**src/logic/isb_consts.vh**
```
// Constants for the second-bank interrupt status and mask block.
// Assumes word-indexed Wishbone addressing: byte address = 4 * index.
`ifndef ISB_CONSTS_VH
`define ISB_CONSTS_VH

// Register indices
`define ISB_IDX_ALARM_FLAGS   16'h1923
`define ISB_IDX_MASK_FIRST    16'h1940
`define ISB_IDX_MASK_LAST     16'h1963
`define ISB_IDX_MASK_ALARM    16'h1963
`define ISB_IDX_RAW_IFACE     16'h1980
`define ISB_IDX_RAW_CLOCKS    16'h1981

// Field positions, raw status 1
`define ISB_BIT_IFACE_ERR     12
`define ISB_BIT_BOOT_DONE     7
// Field positions, raw status 2
`define ISB_BIT_PCLK_SHORT    14
`define ISB_BIT_ACLK_SHORT    13
`define ISB_BIT_SCLK_SHORT    12
`define ISB_BIT_FL2_LOCK      9
`define ISB_BIT_FL1_LOCK      8
`define ISB_BIT_FL2_REFLOST   6
`define ISB_BIT_FL1_REFLOST   5

// Reset values and alarm channel count
`define ISB_FLAGS_RST         4'h0
`define ISB_MASK_RST          4'hf
`define ISB_RAW_RST           16'h0000
`define ISB_NUM_ALARM         4

`endif

```
**src/logic/isb_bank.v**
```verilog
// Interrupt status and mask bank with a classic Wishbone slave.
// Assumes status sources are synchronous to clk_i; reset is synchronous.
`include "isb_consts.vh"

module isb_bank
(
	input  wire        clk_i,
	input  wire        rst_i,
	// Wishbone slave
	input  wire        cyc_i,
	input  wire        stb_i,
	input  wire        we_i,
	input  wire [17:0] adr_i,
	input  wire [3:0]  sel_i,
	input  wire [31:0] dat_i,
	output reg  [31:0] dat_o,
	output reg         ack_o,
	// Event and status sources
	input  wire [3:0]  alarm_one_i,
	input  wire        host_iface_error_i,
	input  wire        boot_complete_i,
	input  wire        processor_clock_short_i,
	input  wire        async_clock_short_i,
	input  wire        system_clock_short_i,
	input  wire        freq_loop_two_locked_i,
	input  wire        freq_loop_one_locked_i,
	input  wire        freq_loop_two_ref_missing_i,
	input  wire        freq_loop_one_ref_missing_i,
	// Combined interrupt
	output reg         irq_o
);
	reg  [3:0]  irq_mask_bit_ff;
	reg  [15:0] raw_iface_ff;
	reg  [15:0] raw_clocks_ff;
	reg  [31:0] nxt_dat;
	reg  [3:0]  flag_clear;
	wire [3:0]  alarm_flags;
	wire [15:0] word_idx;
	wire        req;
	wire        wr_lo;
	wire        nxt_irq;

	// Index is the word address; upper bits beyond the map must be zero
	assign word_idx = {adr_i[17:2]};
	assign req      = cyc_i && stb_i && !ack_o;
	assign wr_lo    = req && we_i && sel_i[0];

	// Write-one-to-clear strobes, only on the accepting cycle
	always @*
	begin
		flag_clear = 4'h0;
		if (wr_lo && word_idx == `ISB_IDX_ALARM_FLAGS)
			flag_clear = dat_i[3:0];
	end

	isb_edge_flags u_flags
	(
		.clk_i   (clk_i),
		.rst_i   (rst_i),
		.alarm_i (alarm_one_i),
		.clear_i (flag_clear),
		.flag_o  (alarm_flags)
	);

	// Mask bits; only the alarm bits exist in this bank slice
	always @(posedge clk_i)
	begin
		if (rst_i)
			irq_mask_bit_ff <= `ISB_MASK_RST;
		else if (wr_lo && word_idx == `ISB_IDX_MASK_ALARM)
			irq_mask_bit_ff <= dat_i[3:0];
	end

	// Raw status capture; registered so reads see a stable value
	always @(posedge clk_i)
	begin
		if (rst_i)
		begin
			raw_iface_ff  <= `ISB_RAW_RST;
			raw_clocks_ff <= `ISB_RAW_RST;
		end
		else
		begin
			raw_iface_ff  <= `ISB_RAW_RST;
			raw_clocks_ff <= `ISB_RAW_RST;
			raw_iface_ff[`ISB_BIT_IFACE_ERR]    <= host_iface_error_i;
			raw_iface_ff[`ISB_BIT_BOOT_DONE]    <= boot_complete_i;
			raw_clocks_ff[`ISB_BIT_PCLK_SHORT]  <=
				processor_clock_short_i;
			raw_clocks_ff[`ISB_BIT_ACLK_SHORT]  <=
				async_clock_short_i;
			raw_clocks_ff[`ISB_BIT_SCLK_SHORT]  <=
				system_clock_short_i;
			raw_clocks_ff[`ISB_BIT_FL2_LOCK]    <=
				freq_loop_two_locked_i;
			raw_clocks_ff[`ISB_BIT_FL1_LOCK]    <=
				freq_loop_one_locked_i;
			raw_clocks_ff[`ISB_BIT_FL2_REFLOST] <=
				freq_loop_two_ref_missing_i;
			raw_clocks_ff[`ISB_BIT_FL1_REFLOST] <=
				freq_loop_one_ref_missing_i;
		end
	end

	// Read mux; unmapped and unused mask words read as zero
	always @*
	begin
		nxt_dat = 32'h0000_0000;
		case (word_idx)
			`ISB_IDX_ALARM_FLAGS: nxt_dat[3:0]  = alarm_flags;
			`ISB_IDX_MASK_ALARM:  nxt_dat[3:0]  = irq_mask_bit_ff;
			`ISB_IDX_RAW_IFACE:   nxt_dat[15:0] = raw_iface_ff;
			`ISB_IDX_RAW_CLOCKS:  nxt_dat[15:0] = raw_clocks_ff;
			default:              nxt_dat = 32'h0000_0000;
		endcase
	end

	// Single-wait-state ack, dropped the cycle after it was given
	always @(posedge clk_i)
	begin
		if (rst_i)
		begin
			ack_o <= 1'b0;
			dat_o <= 32'h0000_0000;
		end
		else
		begin
			ack_o <= req;
			if (req && !we_i)
				dat_o <= nxt_dat;
		end
	end

	// Combined request from unmasked flags
	assign nxt_irq = |(alarm_flags & ~irq_mask_bit_ff);

	always @(posedge clk_i)
	begin
		if (rst_i)
			irq_o <= 1'b0;
		else
			irq_o <= nxt_irq;
	end
endmodule

```
**src/logic/isb_edge_flags.v**
```verilog
// Rising-edge catchers with sticky write-one-to-clear flags.
// Assumes alarm inputs are synchronous to clk_i.
`include "isb_consts.vh"

module isb_edge_flags
(
	input  wire       clk_i,
	input  wire       rst_i,
	input  wire [3:0] alarm_i,
	input  wire [3:0] clear_i,
	output wire [3:0] flag_o
);
	reg [3:0] prev_ff;
	reg [3:0] flag_ff;

	assign flag_o = flag_ff;

	// One edge catcher and flag per alarm channel
	genvar g;
	generate
		for (g = 0; g < `ISB_NUM_ALARM; g = g + 1)
		begin : ch
			always @(posedge clk_i)
			begin
				if (rst_i)
				begin
					// Track the pin in reset: a level held through reset
					// must not look like a fresh edge afterwards
					prev_ff[g] <= alarm_i[g];
					flag_ff[g] <= 1'b0;
				end
				else
				begin
					prev_ff[g] <= alarm_i[g];
					// Set wins over a same-cycle clear
					if (alarm_i[g] && !prev_ff[g])
						flag_ff[g] <= 1'b1;
					else if (clear_i[g])
						flag_ff[g] <= 1'b0;
				end
			end
		end
	endgenerate
endmodule
```
**config.mk**
```make
export PLATFORM = sky130hd
export DESIGN_NAME = isb_bank
export DESIGN_NICKNAME = d
export VERILOG_FILES = /design/src/logic/isb_bank.v /design/src/logic/isb_edge_flags.v
export VERILOG_INCLUDE_DIRS = /design/src /design/src/logic
export SDC_FILE = /design/constraint.sdc
export NUM_CORES = 1
export LEC_CHECK = 0
export BUFFER_PORTS_ARGS = -buffer_cell sky130_fd_sc_hd__buf_2
export CORE_MARGIN = 2
export CORE_UTILIZATION = 40
export DETAILED_ROUTE_END_ITERATION = 12
export HOLD_SLACK_MARGIN = 0.1
export PLACE_DENSITY = 0.79
export SLEW_MARGIN = 10
export SYNTH_ARGS = -nofsm -noshare
export SYNTH_HDL_FRONTEND = slang
export SYNTH_SLANG_ARGS = --single-unit
```
**constraint.sdc**
```tcl
create_clock -name clk_i -period 2.7 [get_ports clk_i]
set_clock_uncertainty 0.1 [all_clocks]
set_input_delay 0.675 -clock clk_i [delete_from_list [all_inputs] [get_ports clk_i]]
set_output_delay 0.675 -clock clk_i [all_outputs]
set_load 0.01 [all_outputs]
```
==> results of run 1 <==
[synth_stat cells (2+ instances only)]
cell / number / area share [%]
nand2_1: 9 / 2.2
a21oi_1: 10 / 3.3
buf_4: 20 / 9.9
a22o_1: 6 / 3.5
clkbuf_1: 6 / 1.5
nand3_1: 5 / 1.7
o31ai_1: 4 / 2.0
nor2b_1: 11 / 4.5
o21ai_0: 2 / 0.66
inv_1: 9 / 2.2
o41ai_1: 2 / 1.2
dfxtp_1: 35 / 46
nand4_1: 10 / 4.1
nor2_1: 4 / 0.99
mux2_2: 3 / 2.2
nand2b_1: 4 / 1.7
a41o_1: 2 / 1.3
[sequential cells by signal (all words and copies together) (netlist names)]
signal,flops
ack_o,1
u_flags.prev_ff,4
u_flags.flag_o,4
dat_o,12
irq_o,1
raw_clocks_ff,7
irq_mask_bit_ff,4
raw_iface_ff,2
[per-layer routing]
layer	global-route usage [%]	up-vias	share of wire, %
met5	0	-	0
met4	6.51	0	1.8
met3	4.62	5	6.1
met2	26.0	37	50
met1	14.9	553	42
li1	-	621	-
[cells by family after synthesis]
family | after synthesis
multiplexers | 3
buffers and inverters | 37
other | 1
AND/OR/NAND/NOR | 55
flip-flops | 35
AO/OA/AOI/OAI | 28
[how the worst max path moves through the flow]
stage	startpoint	end	slack [ps]	depth (start not counted)
2_1_floorplan	adr_i[5]	u_flags.flag_o[2]	560	5
3_3_place_gp	adr_i[5]	u_flags.flag_o[3]	370	5
3_5_place_dp	adr_i[12]	u_flags.flag_o[3]	340	5
4_1_cts	adr_i[5]	u_flags.flag_o[3]	640	5
5_1_grt	adr_i[12]	u_flags.flag_o[3]	490	5
6_report	adr_i[5]	u_flags.flag_o[3]	630	5
[stage by stage]
stage,setup slack [ps],hold WS (ps),util (%),cells
after floorplan,565,320,-,178
after global placement,374,321,47.2,251
after detailed placement,341,323,47.2,251
after CTS,639,338,50.0,259
after global routing,488,359,50.0,259
final,633,341,50.0,259
[area by class of cell]
| cell class | count | area, sq um | area share, % |
|---|---|---|---|
| Inverter | 9 | 33.8 | 1.85 |
| Timing Repair Buffer | 53 | 268 | 14.6 |
| Clock buffer | 8 | 100 | 5.47 |
| Multi-Input combinational cell | 106 | 667 | 36.5 |
| Sequential cell | 35 | 701 | 38.3 |
| Tap cell | 48 | 60.1 | 3.28 |
[worst register-to-register path, stage by stage (launching register included)]
cell and delay, ps:
dfxtp_1 310, nand3b_4 170, or4_1 680, o41ai_1 360
a21oi_1 110
[layout by cell type (no fill, tap or decap), types with 2 or more instances in the layout]
cell and instances:
o41ai_1 2, nand4_1 10, buf_2 52, a41o_1 2, o31ai_1 4, nand3_1 5, nand2b_1 4, conb_1 20
a21oi_1 10, nor2_1 4, clkbuf_8 7, nand2_1 9, dfxtp_1 35, nor2b_1 11, inv_1 9, o21ai_0 2
a22o_1 6, mux2_2 3
[power by group]
| part | internal (uW) | total (uW) | switching (uW) |
|---|---|---|---|
| logic | 39.5 | 90.4 | 50.8 |
| registers | 531 | 536 | 4.43 |
| clock network | 233 | 405 | 172 |
| total | 803 | 1030 | 227 |
==> summary.md, run 1 <==
| Metric | Value |
|---|---|
| Tot Pwr | 1030 uW |
| Hold Fails Final Rpt | 0 |
| Post-Synth Simple-Gate Area | a little under a quarter |
| Hold Path End | dat_o[13] |
| Root Driver | clkbuf_8 |
| Synth Area in Compound Gates | 12.9% |
| Vias in the first global route | 1110 |
| Post-CTS Setup Bufs | 0 |
| Hold_sp | raw_clocks_ff[13] |
| Post-CTS sizing | 0 |
| Die width | about 65 um |
| Crit start category | input pin |
| Post-Synth XOR/XNOR Area | 0% |
| RSZ-0062 raised after global routing | false |
| CP endpoint kind | flip-flop |
| Cell variety after synth | 34 |
| Main synth FF type | dfxtp_1 |
| Largest family of logic cells by synthesized area | simple AND/OR/NAND/NOR gates |
| FMAX | 484 MHz |
| H-tree Lvls | 2 |
| Buf/Inv on CP | 1 |
| Clock transition at the registers of the reported paths | 60 ps |
| Layout cell share with drive strength beyond 1 | 32.2% |
| DR pass1 iterations | 4 |
| Slowest stage cell, crit path | or4_1 |
| Tot GR Track Use | 14.3% |
| I/O pins | between 100 and 150 |
| IO Port Bufs | 52 |
| Final period util | 76.6% |
| Core Area | 3660 sq um |
| Setup_tns | 0 ps |
| Global-route wire length before repair | 4690 um |
| Avg Inst Size Synth | 9.51 sq um |
| Synth Area in Adders | 0% |
| VDD IR max | approximately 0.46 mV |
| Cells along the critical path | buf_2 > or2_4 > or4_1 > o41ai_1 > a21oi_1 |
| Largest net degree at the start of global routing | 25 |
| Critical path class | input pin to flip-flop |
| Crit path largest cell delay | 620 ps |
| Worst hold path depth | 1 |
| Synthesized instance count | 159 |
| FF-to-FF Start | ack_o |
| DP Area | roughly 1700 sq um |
| Antenna violations before repair | 0 |
| Final antenna-violating net count | 0 |
| Post-Syn Area | 1510 sq um |
| TritonCTS clock tree | yes |
| Clock Path Buffers | 2 |
| # fillers | 353 |
| Via count | around 1.2k |
| # diodes | 0 |
| Yosys Warn Count | 0 |
| EDFF count, synth | 0 |
| Vias per std cell | 4.69 |
| GP Congestion | 0.780 |
| Post-route cell area | 1830 sq um |
| Pwr dens | about 560 nW/um^2 |
| Worst path arrival time | around 2100 ps |
| Die H | approximately 65 um |
| Reg2reg setup slack | 850 ps |
| Leak pwr | ~0.00086 uW |
| Seq cells post-synth | 35 |
| Max Slew Vio Count | 0 |
| Mux contribution to synthesized area | 2.23% |
| Min cycle time layout | approximately 2100 ps |
| Wire length per cell | around 11 um |
| Initial Util | 41.3% |
| Syn-to-layout area delta | 20.9% |
| Max-cap violation count | 0 |
| Hpwl dp | 2300 um |
| Rows | 22 |
| Worst min path class | flip-flop to flip-flop |
| Skew-Pair Late Insertion Delay | 280 ps |
| Register area share after synthesis | 46.3% |
| CP required | roughly 2800 ps |
| Initial DRC Count | 33 |
| Final setup vio count | 0 |
| Worst r2r path cells | 4 |
| CP max FO | 6 |
| Cts hold-fix bufs | 0 |
| Ys async rst share | 0% |
| DRT Wirelength | approximately 2900 um |
| Die ar. | 4290 sq um |
| DRC | 0 |
| Reg-to-reg critical path endpoint | u_flags.flag_o[3] |
| CP delay by family, top | simple AND/OR/NAND/NOR gates |
| Cts bufs inserted | 5 |
| Status | complete, no violations |
| Nets | 282 |
| Total gr overflow | 0 |
| CTS sink count | 35 |
Power figures use the tool's default switching activity.
==> run 2, diff against run 1 <==
clock period = 1.99 ns   (was 2.7 ns; I/O delays follow)
==> summary.md, run 2 (same netlist as run 1, synthesis figures left out) <==
| Metric | Value |
|---|---|
| Antenna violations before repair | 0 (unchanged) |
| # diodes | 0 (unchanged) |
| CP endpoint kind | flip-flop |
| Cts bufs inserted | 5 (unchanged) |
| Max-cap violation count | 0 (unchanged) |
| Commonest non-fill, non-tap cell in the layout | buf_2 |
| Rows | 22 (unchanged) |
| Vias in the first global route | 1187 (+6.9%) |
| Core Area | 3660 sq um (unchanged) |
| Hold Fails Final Rpt | 0 (unchanged) |
| Skew-Pair Late Insertion Delay | 290 ps (about the same) |
| Nets | 291 (+3.2%) |
| DRT Wirelength | 2970 um (+0.92%) |
| VDD IR max | 0.616 mV (+34%) |
| Comb power frac | 9.7% (+0.9 points) |
| Wire length per cell | 11.1 um (-2.5%) |
| CP required | 2050 ps (-700 ps) |
| Max reg flops | 12 (unchanged) |
| RSZ-0062 raised after global routing | false |
| Global-route wire length before repair | 4930 um (+5.3%) |
| Final setup vio count | 0 (unchanged) |
| Worst path arrival time | 1900 ps (-220 ps) |
| TritonCTS clock tree | yes |
| Clock transition at the registers of the reported paths | 70 ps (about the same) |
| Top reg by flops | dat_o |
| Largest regs | dat_o (12), raw_clocks_ff (7) |
| Pwr dens | 717 nW/um^2 (+27%) |
| Hpwl dp | 2360 um (+2.9%) |
| Sequential power share | 53.8% (+1.8 points) |
| Tot GR Track Use | 15.0% (+0.71 points) |
| Total gr overflow | 0 (unchanged) |
| Die H | 65.5 um (unchanged) |
| DP Area | 1800 sq um (+3.9%) |
| Switching fraction of total power | 24.2% (+2.1 points) |
| Die ar. | 4290 sq um (unchanged) |
| Status | complete, no violations |
| NetSw | 327 uW (+44%) |
| GP Congestion | 0.799 (+2.4%) |
| Max Slew Vio Count | 0 (unchanged) |
| I/O pins | 106 (unchanged) |
| Leak pwr | 0.000892 uW (+3.8%) |
| # fillers | 350 (-0.85%) |
| H-tree Lvls | 2 (unchanged) |
| Final Util | 51.5% (+1.5 points) |
| Crit start category | input pin |
| Largest net degree at the start of global routing | 14 (-44%) |
| DR pass1 iterations | 4 (unchanged) |
| Worst min path class | input pin to flip-flop |
| Internal power | 1030 uW (+28%) |
| Post-CTS Setup Bufs | 0 (unchanged) |
| Hold WS | 229 ps (-112 ps) |
| Min cycle time layout | ~1800 ps |
| Post-CTS sizing | 0 (unchanged) |
| Placed insts | 260 (+3.6%) |
| IO Port Bufs | 52 (unchanged) |
| Vias per std cell | 4.68 (-0.26%) |
| Final antenna-violating net count | 0 (unchanged) |
| Layout Cells excl Fill | 268 (+3.5%) |
| Final period util | 92.4% |
| CP max FO | 6 (unchanged) |
| Die width | 65.5 um (unchanged) |
| Cts hold-fix bufs | 0 (unchanged) |
| Commonest non-fill, non-tap cells in the layout | buf_2 (52), dfxtp_1 (35), conb_1 (20), nor2b_1 (11) |
| Post-route cell area | 1890 sq um (+3.1%) |
| Initial Util | 41.3% (unchanged) |
| Layout cell share with drive strength beyond 1 | 35.5% (+3.2 points) |
| Initial DRC Count | 17 (-48%) |
| Syn-to-layout area delta | 24.6% |
| Root Driver | clkbuf_8 |
| FMAX | about 540 MHz |
| Power share of the clock group | 36.5% (-2.8 points) |
| Clock Path Buffers | 2 (unchanged) |
| Critical path class | input pin to flip-flop |
| CTS sink count | 35 (unchanged) |
| DRC | 0 (unchanged) |
| Tot Pwr | 1350 uW (+31%) |
| Via count | 1255 (+3.2%) |
## run 2: cell types whose count changed in the layout (fill, tap and decap cells not counted)
cell        change
clkbuf_8        -2
clkinvlp_4      +2
clkbuf_1        -1
clkinv_2        +1
buf_4           +9
## run 2: layer usage
metal / track usage (%) / up-vias / wire length [um]
met5: 0 / - / 0
met4: 7.03 / 0 / 33
met3: 5.48 / 4 / 199
met2: 24.5 / 39 / 1480
met1: 17.5 / 576 / 1260
li1: - / 636 / -
## run 2: layout make-up
type	instances	area [sq um]	share of cell area (%)
well taps	48	60.1	3.19
clock inverters	3	20.0	1.06
flip-flops and latches	35	701	37.2
multi-input cells	106	667	35.4
inverters	9	33.8	1.79
clock buffers	5	68.8	3.65
repair buffers	62	335	17.8
## run 2: worst max-delay path, cell delays in order
cell	delay (ps)
buf_2	100
or2_4	230
or4_1	610
o41ai_1	360
a21oi_1	100
## run 2: worst paths after layout
path / start / endpoint / slack, ps / depth (start not counted)
hold / removal: alarm_one_i[2] / u_flags.prev_ff[2] / 230 / 1
setup reg to reg: ack_o / u_flags.flag_o[3] / 170 / 4
setup / recovery: adr_i[5] / u_flags.flag_o[3] / 150 / 5
hold reg to reg: raw_clocks_ff[14] / dat_o[14] / 350 / 1
## run 2: power groups by stage
stage / Clock, uW / Combinational, uW / Sequential [uW]
after floorplan: 0 / 98.6 / 741
after global placement: 0 / 130 / 742
after detailed placement: 0 / 133 / 743
after CTS: 503 / 133 / 727
after global routing: 539 / 147 / 728
final: 494 / 132 / 727
## run 2: through the flow
step / setup slack [ps] / TNS, ps
6_report: 151 / 0
5_1_grt: 78.7 / 0
4_1_cts: 150 / 0
3_5_place_dp: -143 / -797
3_3_place_gp: -132 / -569
2_1_floorplan: 32.4 / 0
